--- src/core/mdlc_defines.svh ---
// Register offsets, reset values and timing constants of the modem line control block
`ifndef MDLC_DEFINES_SVH
`define MDLC_DEFINES_SVH

// APB byte offsets
`define MDLC_OFS_CTRL     12'h000
`define MDLC_OFS_TRDLY    12'h004
`define MDLC_OFS_RCDLY    12'h008
`define MDLC_OFS_CDREC    12'h00c
`define MDLC_OFS_CLHUP    12'h010
`define MDLC_OFS_TONESPD  12'h014
`define MDLC_OFS_STATUS   12'h018
`define MDLC_OFS_CMD      12'h01c

// Control register fields
`define MDLC_CTRL_TR_LSB  0
`define MDLC_CTRL_DS_LSB  2
`define MDLC_CTRL_RTS_BIT 4

// Command register bits
`define MDLC_CMD_DIAL     0
`define MDLC_CMD_REVERSE  1
`define MDLC_CMD_HANDDONE 2
`define MDLC_CMD_ONLINE   3
`define MDLC_CMD_HANGUP   4

// Reset values of the delay registers
`define MDLC_RST_TRDLY    8'h05
`define MDLC_RST_RCDLY    8'h01
`define MDLC_RST_CDREC    8'h06
`define MDLC_RST_CLHUP    8'h0e
`define MDLC_RST_TONESPD  8'h46

// Hang-up register value that disables hang-up on carrier loss
`define MDLC_CLHUP_NEVER  8'hff

// Time units: 10 ms per delay tick at 10 MHz (100 ns period)
`define MDLC_TICK_NS      10000000
`define MDLC_CLK_NS       100
`define MDLC_TICK_CYC     (`MDLC_TICK_NS / `MDLC_CLK_NS)

`endif

--- src/core/mdlc_pkg.sv ---
// Types of the modem line control block
package mdlc_pkg;

   typedef enum logic [1:0] {
      MDLC_TR_IGNORE,
      MDLC_TR_CMD,
      MDLC_TR_RSV2,
      MDLC_TR_RSV3
   } mdlc_tr_e;

   typedef enum logic [1:0] {
      MDLC_DS_ALWAYS,
      MDLC_DS_EARLY,
      MDLC_DS_AFTER,
      MDLC_DS_RSV3
   } mdlc_ds_e;

   typedef enum logic [2:0] {
      MDLC_ST_CMD,
      MDLC_ST_DIAL,
      MDLC_ST_HANDSHAKE,
      MDLC_ST_CONNECTED,
      MDLC_ST_ONLINE
   } mdlc_state_e;

   typedef struct packed {
      logic [7:0] trdly;
      logic [7:0] rcdly;
      logic [7:0] cdrec;
      logic [7:0] clhup;
      logic [7:0] tonespd;
   } mdlc_cfg_s;

   typedef struct packed {
      logic dtr;
      logic rts;
      logic carrier;
   } mdlc_pins_s;

endpackage

--- src/core/mdlc_top.sv ---
// Modem terminal-side line control: DTR, DSR, RTS/CTS, carrier timing, tone pacing, APB registers
//
// The register offsets and the APB slave port are this design's own decisions.
`timescale 1ns/1ps
// Summary of operation
// - Terminal-ready option zero: DTR changes cause no action.
// - Terminal-ready option one: DTR on-to-off drops online mode to command state.
// - DTR changes recognised only after terminal-ready delay register time.
// - Data-set-ready option one: DSR asserted when handshake negotiation starts.
// - Data-set-ready option two: DSR after handshake completes, before CONNECT.
// - RTS ignore mode: CTS held asserted regardless of RTS.
// - CTS asserted after RTS plus request-to-clear delay register time.
// - Carrier detected after carrier present for carrier recovery register time.
// - Carrier loss waits hang-up register time; returning carrier keeps call.
// - Hang-up register 255 disables hang-up on carrier loss.
// - Tone digits paced by tone dial speed register value.
// - Reverse dial modifier runs handshake in answer mode.
`include "mdlc_defines.svh"

module mdlc_top (
   input  wire logic              clk,
   input  wire logic              rst,
   input  wire logic              psel,
   input  wire logic              penable,
   input  wire logic              pwrite,
   input  wire logic [11:0]       paddr,
   input  wire logic [31:0]       pwdata,
   output logic      [31:0]       prdata,
   output logic                   pready,
   output logic                   pslverr,
   input  wire mdlc_pkg::mdlc_pins_s pins_in,
   output logic                   dsr,
   output logic                   cts,
   output logic                   dcd,
   output logic                   off_hook,
   output logic                   answer_mode,
   output logic                   tone_on,
   output logic                   connect_evt
);
   import mdlc_pkg::*;

   // ------------------------------------------------------------------
   // Pin synchronisers
   // ------------------------------------------------------------------
   mdlc_pins_s pins_m_q;
   mdlc_pins_s pins_s_q;

   always_ff @(posedge clk) begin
      if (rst) begin
         pins_m_q <= '0;
         pins_s_q <= '0;
      end else begin
         pins_m_q <= pins_in;
         pins_s_q <= pins_m_q;
      end
   end

   // ------------------------------------------------------------------
   // Time base
   // ------------------------------------------------------------------
   // One tick per 10 ms, shared by every delay so all counts use the same unit
   localparam int TICK_CYC = `MDLC_TICK_CYC;
   logic [16:0] pre_q;
   logic        tick;

   assign tick = (pre_q == 17'(TICK_CYC - 1));

   always_ff @(posedge clk) begin
      if (rst || tick) begin
         pre_q <= '0;
      end else begin
         pre_q <= pre_q + 17'h00001;
      end
   end

   // ------------------------------------------------------------------
   // Registers
   // ------------------------------------------------------------------
   logic [1:0]  tr_mode_q;
   logic [1:0]  ds_mode_q;
   logic        rts_ign_q;
   mdlc_cfg_s   cfg_q;
   logic        cmd_dial;
   logic        cmd_rev;
   logic        cmd_hsdone;
   logic        cmd_online;
   logic        cmd_hangup;
   logic        wr_en;
   logic        rd_en;

   function automatic logic addr_known(input logic [11:0] a);
      case (a)
         `MDLC_OFS_CTRL, `MDLC_OFS_TRDLY, `MDLC_OFS_RCDLY, `MDLC_OFS_CDREC,
         `MDLC_OFS_CLHUP, `MDLC_OFS_TONESPD, `MDLC_OFS_STATUS, `MDLC_OFS_CMD: addr_known = 1'b1;
         default: addr_known = 1'b0;
      endcase
   endfunction

   // Zero-wait slave: every access completes in its first access cycle
   assign pready  = 1'b1;
   assign pslverr = psel && penable && !addr_known(paddr);
   assign wr_en   = psel && penable && pwrite && addr_known(paddr);
   assign rd_en   = psel && !penable && !pwrite;

   // Command bits are strobes: they act in the write cycle; only the reverse bit is kept, in ans_q on a dial
   function automatic logic cmd_hit(input logic [11:0] a, input logic [31:0] d, input int unsigned b);
      cmd_hit = (a == `MDLC_OFS_CMD) && d[b];
   endfunction

   assign cmd_dial   = wr_en && cmd_hit(paddr, pwdata, `MDLC_CMD_DIAL);
   assign cmd_rev    = pwdata[`MDLC_CMD_REVERSE];
   assign cmd_hsdone = wr_en && cmd_hit(paddr, pwdata, `MDLC_CMD_HANDDONE);
   assign cmd_online = wr_en && cmd_hit(paddr, pwdata, `MDLC_CMD_ONLINE);
   assign cmd_hangup = wr_en && cmd_hit(paddr, pwdata, `MDLC_CMD_HANGUP);

   always_ff @(posedge clk) begin
      if (rst) begin
         tr_mode_q     <= MDLC_TR_IGNORE;
         ds_mode_q     <= MDLC_DS_ALWAYS;
         rts_ign_q     <= 1'b0;
         cfg_q.trdly   <= `MDLC_RST_TRDLY;
         cfg_q.rcdly   <= `MDLC_RST_RCDLY;
         cfg_q.cdrec   <= `MDLC_RST_CDREC;
         cfg_q.clhup   <= `MDLC_RST_CLHUP;
         cfg_q.tonespd <= `MDLC_RST_TONESPD;
      end else if (wr_en) begin
         case (paddr)
            `MDLC_OFS_CTRL: begin
               tr_mode_q <= pwdata[`MDLC_CTRL_TR_LSB +: 2];
               ds_mode_q <= pwdata[`MDLC_CTRL_DS_LSB +: 2];
               rts_ign_q <= pwdata[`MDLC_CTRL_RTS_BIT];
            end
            `MDLC_OFS_TRDLY:   cfg_q.trdly   <= pwdata[7:0];
            `MDLC_OFS_RCDLY:   cfg_q.rcdly   <= pwdata[7:0];
            `MDLC_OFS_CDREC:   cfg_q.cdrec   <= pwdata[7:0];
            `MDLC_OFS_CLHUP:   cfg_q.clhup   <= pwdata[7:0];
            `MDLC_OFS_TONESPD: cfg_q.tonespd <= pwdata[7:0];
            default: ;
         endcase
      end
   end

   // ------------------------------------------------------------------
   // Delay filters for DTR, RTS and carrier
   // ------------------------------------------------------------------
   // Each input must hold a new level for its delay before the filtered copy follows
   logic [2:0] raw;
   logic [2:0] filt_q;
   logic [7:0] dly_on  [3];
   logic [7:0] dly_off [3];
   logic [7:0] fcnt_q  [3];
   logic       hup_never;

   assign raw        = {pins_s_q.carrier, pins_s_q.rts, pins_s_q.dtr};
   assign hup_never  = (cfg_q.clhup == `MDLC_CLHUP_NEVER);
   assign dly_on[0]  = cfg_q.trdly;
   assign dly_off[0] = cfg_q.trdly;
   assign dly_on[1]  = cfg_q.rcdly;
   assign dly_off[1] = 8'h00;
   assign dly_on[2]  = cfg_q.cdrec;
   assign dly_off[2] = hup_never ? 8'h00 : cfg_q.clhup;

   genvar gi;
   generate
      for (gi = 0; gi < 3; gi++) begin : g_filt
         always_ff @(posedge clk) begin
            if (rst) begin
               filt_q[gi] <= 1'b0;
               fcnt_q[gi] <= '0;
            end else if (raw[gi] == filt_q[gi]) begin
               fcnt_q[gi] <= '0;
            end else if ((raw[gi] ? dly_on[gi] : dly_off[gi]) <= fcnt_q[gi]) begin
               filt_q[gi] <= raw[gi];
               fcnt_q[gi] <= '0;
            end else if (tick) begin
               fcnt_q[gi] <= fcnt_q[gi] + 8'h01;
            end
         end
      end
   endgenerate

   logic dtr_f_d1_q;
   logic dtr_fall;
   logic car_lost;

   always_ff @(posedge clk) begin
      if (rst) begin
         dtr_f_d1_q <= 1'b0;
      end else begin
         dtr_f_d1_q <= filt_q[0];
      end
   end

   assign dtr_fall = dtr_f_d1_q && !filt_q[0];
   // Carrier loss only ends the call when the hang-up register does not say never
   assign car_lost = !filt_q[2] && !hup_never;

   // ------------------------------------------------------------------
   // Call state
   // ------------------------------------------------------------------
   mdlc_state_e st_q;
   logic        ans_q;
   logic        conn_q;
   logic        tone_done;

   always_ff @(posedge clk) begin
      if (rst) begin
         st_q   <= MDLC_ST_CMD;
         ans_q  <= 1'b0;
         conn_q <= 1'b0;
      end else begin
         conn_q <= 1'b0;
         if (cmd_hangup) begin
            st_q <= MDLC_ST_CMD;
         end else begin
            case (st_q)
               MDLC_ST_CMD: begin
                  if (cmd_dial) begin
                     st_q  <= MDLC_ST_DIAL;
                     ans_q <= cmd_rev;
                  end else if (cmd_online && filt_q[2]) begin
                     st_q <= MDLC_ST_ONLINE;
                  end
               end
               MDLC_ST_DIAL: begin
                  if (tone_done) begin
                     st_q <= MDLC_ST_HANDSHAKE;
                  end
               end
               MDLC_ST_HANDSHAKE: begin
                  if (cmd_hsdone && filt_q[2]) begin
                     st_q <= MDLC_ST_CONNECTED;
                  end
               end
               MDLC_ST_CONNECTED: begin
                  // DSR is up by the end of this cycle; CONNECT follows one cycle later
                  st_q   <= MDLC_ST_ONLINE;
                  conn_q <= 1'b1;
               end
               MDLC_ST_ONLINE: begin
                  if (car_lost) begin
                     st_q <= MDLC_ST_CMD;
                  end else if ((tr_mode_q == MDLC_TR_CMD) && dtr_fall) begin
                     st_q <= MDLC_ST_CMD;
                  end
               end
               default: st_q <= MDLC_ST_CMD;
            endcase
         end
      end
   end

   // ------------------------------------------------------------------
   // Tone dial pacing
   // ------------------------------------------------------------------
   // One tone then one gap per dial command, each lasting the tone speed value plus one in ticks
   logic [7:0] tcnt_q;
   logic       tphase_q;

   assign tone_done = (st_q == MDLC_ST_DIAL) && tphase_q && tick && (tcnt_q >= cfg_q.tonespd);

   always_ff @(posedge clk) begin
      if (rst || st_q != MDLC_ST_DIAL) begin
         tcnt_q   <= '0;
         tphase_q <= 1'b0;
      end else if (tick) begin
         if (tcnt_q >= cfg_q.tonespd) begin
            tcnt_q   <= '0;
            tphase_q <= ~tphase_q;
         end else begin
            tcnt_q <= tcnt_q + 8'h01;
         end
      end
   end

   // ------------------------------------------------------------------
   // Outputs
   // ------------------------------------------------------------------
   logic dsr_d;

   always_comb begin
      case (ds_mode_q)
         MDLC_DS_ALWAYS: dsr_d = 1'b1;
         MDLC_DS_EARLY:  dsr_d = (st_q == MDLC_ST_HANDSHAKE) || (st_q == MDLC_ST_CONNECTED)
                                 || (st_q == MDLC_ST_ONLINE);
         MDLC_DS_AFTER:  dsr_d = (st_q == MDLC_ST_CONNECTED) || (st_q == MDLC_ST_ONLINE);
         default:        dsr_d = 1'b1;
      endcase
   end

   // Handshake lines toward the host
   always_ff @(posedge clk) begin
      if (rst) begin
         dsr <= 1'b0;
         cts <= 1'b0;
         dcd <= 1'b0;
      end else begin
         dsr <= dsr_d;
         cts <= rts_ign_q ? 1'b1 : filt_q[1];
         dcd <= filt_q[2];
      end
   end

   // ------------------------------------------------------------------
   // Call indications
   // ------------------------------------------------------------------
   always_ff @(posedge clk) begin
      if (rst) begin
         off_hook    <= 1'b0;
         answer_mode <= 1'b0;
         tone_on     <= 1'b0;
         connect_evt <= 1'b0;
      end else begin
         off_hook    <= (st_q != MDLC_ST_CMD);
         answer_mode <= ans_q && (st_q != MDLC_ST_CMD);
         tone_on     <= (st_q == MDLC_ST_DIAL) && !tphase_q;
         connect_evt <= conn_q;
      end
   end

   // ------------------------------------------------------------------
   // Read data
   // ------------------------------------------------------------------
   // Loaded in the setup cycle, so the word stands through the access cycle
   always_ff @(posedge clk) begin
      if (rst) begin
         prdata <= '0;
      end else if (rd_en) begin
         case (paddr)
            `MDLC_OFS_CTRL:    prdata <= {27'h0, rts_ign_q, ds_mode_q, tr_mode_q};
            `MDLC_OFS_TRDLY:   prdata <= {24'h0, cfg_q.trdly};
            `MDLC_OFS_RCDLY:   prdata <= {24'h0, cfg_q.rcdly};
            `MDLC_OFS_CDREC:   prdata <= {24'h0, cfg_q.cdrec};
            `MDLC_OFS_CLHUP:   prdata <= {24'h0, cfg_q.clhup};
            `MDLC_OFS_TONESPD: prdata <= {24'h0, cfg_q.tonespd};
            `MDLC_OFS_STATUS:  prdata <= {24'h0, filt_q, ans_q, 1'b0, st_q};
            default:           prdata <= '0;
         endcase
      end
   end

endmodule // mdlc_top

--- config.mk ---
export PLATFORM = sky130hd
export DESIGN_NAME = mdlc_top
export DESIGN_NICKNAME = d
export VERILOG_FILES = /design/src/core/mdlc_pkg.sv /design/src/core/mdlc_top.sv
export VERILOG_INCLUDE_DIRS = /design/src /design/src/core
export SDC_FILE = /design/constraint.sdc
export NUM_CORES = 1
export LEC_CHECK = 0
export BUFFER_PORTS_ARGS = -buffer_cell sky130_fd_sc_hd__buf_2
export CAP_MARGIN = 20
export CORE_AREA = 3 3 87 172
export CTS_BUF_LIST = sky130_fd_sc_hd__clkbuf_16
export DETAILED_ROUTE_END_ITERATION = 12
export DIE_AREA = 0 0 90 175
export PLACE_DENSITY_LB_ADDON = 0.25
export SYNTH_ARGS = -nofsm -noshare
export SYNTH_HDL_FRONTEND = slang
export SYNTH_SLANG_ARGS = --single-unit
export TNS_END_PERCENT = 20
--- constraint.sdc ---
create_clock -name clk -period 2.55 [get_ports clk]
set_input_delay 0.3825 -clock clk [delete_from_list [all_inputs] [get_ports clk]]
set_output_delay 0.3825 -clock clk [all_outputs]
set_load 0.005 [all_outputs]
== After elaboration in Yosys (flattened, before gate mapping) ==
Memory sizes are Yosys's and may differ from the RTL's.
Index checks and enable logic that the tools add are counted.

* Output and inout bits: 41
* Bits in registers: 125
* Memory bits (writable): 24
* Input port bits: 52
* Bits in latches: 0
* Memories kept: 3
* Memory bits (read-only): 64

{| class="wikitable"
|+ Memories
! memory !! words !! bits a word !! read ports !! clocked after Yosys merged registers in !! write ports !! line !! RTL
|-
| (no name shown) || 32 || 1 || 1 || 0 || 0 || mdlc_top.sv:92 || <nowiki>case (a)</nowiki>
|-
| (no name shown) || 32 || 1 || 1 || 0 || 0 || mdlc_top.sv:92 ||
|-
| fcnt_q || 3 || 8 || 3 || 0 || 3 || mdlc_top.sv:151 || <nowiki>logic [7:0] fcnt_q [3];</nowiki>
|}

* Bitwise logic cells: 14
* Add/subtract/negate cells: 5
* Mux-type cells: 62
* Equal/unequal tests: 24
* $mul: 0
* Reduce and logical (&&, ||, !) cells: 53
* Order comparisons: 4
* Div/mod/pow operators: 0
* Shifts and indexed selects: 0

{| class="wikitable"
|+ Operator list
! kind !! count
|-
| $mux 8 || 13
|-
| $pmux 8 s7 || 1
|-
| $eq 12x5->1 const B || 4
|-
| $mux 1 || 40
|-
| $add 8x1->8 const B || 4
|-
| $eq 12x4->1 const B || 2
|-
| $le 8x8->1 || 3
|-
| $logic_and 1x1->1 || 24
|-
| $reduce_and 2->1 || 10
|-
| $mux 3 || 6
|-
| $add 17x1->17 const B || 1
|-
| $eq 17x17->1 const B || 1
|-
| $pmux 3 s5 || 1
|-
| $eq 12x3->1 const B || 1
|-
| $logic_not 12->1 || 1
|-
| $or 1x1->1 || 9
|-
| $eq 8x8->1 const B || 1
|-
| $ge 8x8->1 || 1
|-
| $logic_not 1->1 || 7
|-
| $logic_not 7->1 || 1
|-
| $eq 3x2->1 const B || 2
|-
| $ne 3x3->1 const B || 2
|-
| $logic_or 1x1->1 || 5
|-
| $not 1->1 || 5
|-
| other kinds (13) || 17
|}

== Depth between registers and ports, before layout ==
* Word-level depth: 10
* Mapped depth: 12
* Mapped depth without buffers: 11

== Least setup slack after synthesis ==
OpenSTA, ideal clock, no wires.

* Kind: register to register
* Start point: register cfg_q[14] in the netlist's numbering
* End point: memory fcnt_q[2][0], enable pin
* Arrival: 2090 ps
* Clock period less this slack: 2426 ps
* Required time: 2213 ps
* Stages on the path, launching flop included: 11
* Buffers on the path: 1
* Path slack: 124 ps
* Setup time: 337 ps
* Cells stage by stage: dfxtp_1 > nand4_1 > or2_2 > clkbuf_1 > nand2_1 > o21ai_0 > ha_1 > and4b_1 > a211oi_1 > o22ai_1 > nand3_1

{| class="wikitable"
|+ RTL lines
! item !! line !! RTL
|-
| start: declaration || mdlc_top.sv:82 || <nowiki>mdlc_cfg_s cfg_q;</nowiki>
|-
| end: declaration || mdlc_top.sv:151 ||
|}

==> results.json <==
{
  "htree_levels": 4,
  "ioPinCount": 93,
  "maxCapViolCount": 0,
  "finalInstanceArea_mm2": 0.007864,
  "grt_max_degree": 51,
  "leakage_nw": 3.122,
  "synth_warnings": 0,
  "slew_headroom_pct": 47.67,
  "cp.required_ps": 2680,
  "avgSynthCellArea_um2": 9.242,
  "clock_latency_ps": 420,
  "power_density_mw_per_mm2": 597.0,
  "syn_inst": 740,
  "row_count": 61,
  "vdd_drop_max_v": 0.0004622,
  "swShare_pct": 23.73,
  "clock.fmax_mhz": 414.2,
  "hold_violations": 0,
  "diodes": 0,
  "vias_per_cell": 5.430,
  "setup_viol": 0,
  "hpwl_um": 13180,
  "critPathKind": "flip-flop to flip-flop",
  "dieArea_mm2": 0.01575,
  "status": "finished clean",
  "cts_num_sinks": 125,
  "numCtsBuffers": 17,
  "cts_buffer_depth": 2,
  "totalWireLength_um": 17040,
  "postCtsSetupRepairBufs": 0,
  "portBuffers": 43,
  "grt_pass1_wl_um": 28010,
  "post_cts_hold_buffer_count": 0,
  "die-height_um": 175,
  "place_area_mm2": 0.007271,
  "finalCriticalPeriod_ps": 2415,
  "dpl.cell_count": 968,
  "cts_tree": "yes",
  "first_iter_violations": 363,
  "holdCritPathClass": "input pin to flip-flop",
  "grt.total_usage_pct": 22.26,
  "switching_power_mw": 1.114,
  "async_flop_share_pct": 0,
  "nets": 888,
  "detail_route.wl_per_cell_um": 17.04,
  "first_global_vias": 5760,
  "area_delta_synth_final_pct": 14.98,
  "r2r_setup_slack_ps": 140,
  "fin_crit_sh_pct": 94.69,
  "drive_gt1_share_pct": 15.41,
  "gp_congestion": 0.9233,
  "core-area_mm2": 0.01389,
  "path_clk_slew_ps": 60,
  "cp_max_fo": 9,
  "drc": 0,
  "power_frac_seq_pct": 44.0,
  "final_cells": 1000,
  "synth_edf_count": 24,
  "root_buffer": "clkbuf_16",
  "slew_violations": 0,
  "synth_ff_type": "dfxtp_1",
  "synthDistinctLibCells": 64,
  "initial_utilization_pct": 49.23,
  "intPower_mw": 3.581,
  "ys_ff_latch": 125,
  "rsz0062_at_grt": "no",
  "cp-start-kind": "flip-flop",
  "skew_ps": 11.40,
  "grt_overflow": 0,
  "dr_total_vias": 5430,
  "combPwrFrac_pct": 6.2,
  "die_x_um": 90,
  "p_clk_share_pct": 49.7,
  "crit_arrival_ps": 2550,
  "firstDrtPassIters": 4,
  "ant_nets": 0,
  "critPathCaptureType": "flip-flop",
  "antenna_found_initial": 0,
  "syn_area_mm2": 0.006839,
  "ys_seq_area_share_pct": 40.10,
  "worst_slew_pin_slew_ps": 778.9
}
final cells by class:
class,count,area (um2)
flip-flops and latches,125,2743
clock inverters,15,148.9
inverters,45,168.9
clock buffers,17,425.4
multi-input cells,539,3724
repair buffers,70,417.9
well taps,189,236.5
fillers,1310,6027
synthesized netlist by cell type, drive strengths merged (9+ instances only):
library cell | count | area [um2]
ha | 38 | 475.5
nor2 | 103 | 386.6
edfxtp | 24 | 720.7
clkbuf | 18 | 67.56
buf | 36 | 241.5
nor3 | 24 | 158.9
mux2i | 56 | 560.5
xor2 | 9 | 78.83
nand4 | 15 | 123.9
nand3 | 28 | 140.1
o21ai | 12 | 60.06
nand2 | 47 | 176.4
o211ai | 10 | 75.07
a21oi | 20 | 111.4
dfxtp | 101 | 2022
xnor2 | 34 | 297.8
and3 | 9 | 56.30
inv | 45 | 168.9
nor2b | 18 | 112.6
and2 | 11 | 68.82
per-layer routing:
layer / up-vias / wire, um / part of all wire (%) / GRT usage (%)
li1: 2652 / - / - / -
met1: 2620 / 5942 / 35 / 20.82
met2: 110 / 9547 / 56 / 42.62
met3: 48 / 390 / 2.3 / 4.222
met4: 0 / 1160 / 6.8 / 15.15
met5: - / 0 / 0 / 0
repair_timing:
action	4_1_cts	5_1_grt
endpoints found under the setup margin	8	17
gates resized for setup	1	3
cloned	0	0
stage by stage:
step	TNS (ps)	hold WS [ps]	setup WS, ps	util (%)	total power [mW]
final	0	176.9	135.5	56.61	4.695
after detailed placement	-119.2	423.9	-30.65	52.34	2.392
after CTS	0	160.9	3.178	56.51	4.703
after global placement	0	419.5	14.05	52.34	2.383
after floorplan	0	413.8	123.8	-	2.317
after global routing	0	175.3	22.96	56.61	4.847
sequential cells by signal, indices dropped and copies added (netlist names), 2 cells and up:
name,flops
st_q,3
tr_mode_q,2
pins_m_q,3
filt_q,3
fcnt_q,24
pre_q,17
prdata,8
cfg_q,40
tcnt_q,8
pins_s_q,3
ds_mode_q,2
critical path: stages (launching register included):
cell and delay [ps]:
dfxtp_1 330, nand4_1 120, or2_4 310, nand2_1 70, o21ai_0 80, ha_1 340
and4b_1 230, a211oi_2 250, o22ai_2 120, nand3_1 110, buf_4 150
kinds of logic (layout without fill, tap and decap cells):
group                      Yosys count  after routing  synth area share, %
and+or+nand+nor                    284            284                21.90
DFF                                125            125                40.10
buffers and inverters               99            147                6.989
AOI/OAI and AO/OA                   86             86                8.928
muxes                               63             63                9.513
xor gates and xnor gates            43             43                5.507
adders and majority gates           38             38                6.952
other                                2             25               0.1098
power by group through the flow:
stage	clock, mW	sequential, mW	combinational (mW)
final	2.34	2.07	0.292
after global routing	2.46	2.07	0.321
after CTS	2.35	2.07	0.285
after detailed placement	0	2.11	0.283
after global placement	0	2.11	0.274
after floorplan	0	2.10	0.220
placed cells by master (no fill, tap or decap), types with 6 or more instances in the layout:
cell type,synthesis,final
xor2_1,9,9
buf_4,26,27
a21o_1,6,6
a21oi_1,19,19
dfxtp_1,101,101
nand2_1,47,47
and3_1,9,9
ha_1,38,38
nor2b_1,18,18
buf_2,7,43
nor2_1,103,103
inv_1,45,45
and2_1,11,11
o211ai_1,10,10
edfxtp_1,24,24
o21ai_0,12,12
clkbuf_16,0,17
xnor2_1,34,34
mux2i_1,56,56
conb_1,2,25
nor4_1,6,6
nand4_1,13,13
nand3_1,28,27
a22oi_1,7,7
nor3_1,20,20
final timing paths:
| path | startpoint | end | cells past startpoint |
|---|---|---|---|
| worst max-delay path | cfg_q[15] | fcnt_q[2][4] | 10 |
| worst min-delay path | pins_in[0] | pins_m_q[0] | 2 |
| worst max register to register | cfg_q[15] | fcnt_q[2][4] | 10 |
| worst min register to register | pins_m_q[1] | pins_s_q[1] | 1 |
No activity file was read; power rests on OpenSTA's default activity.
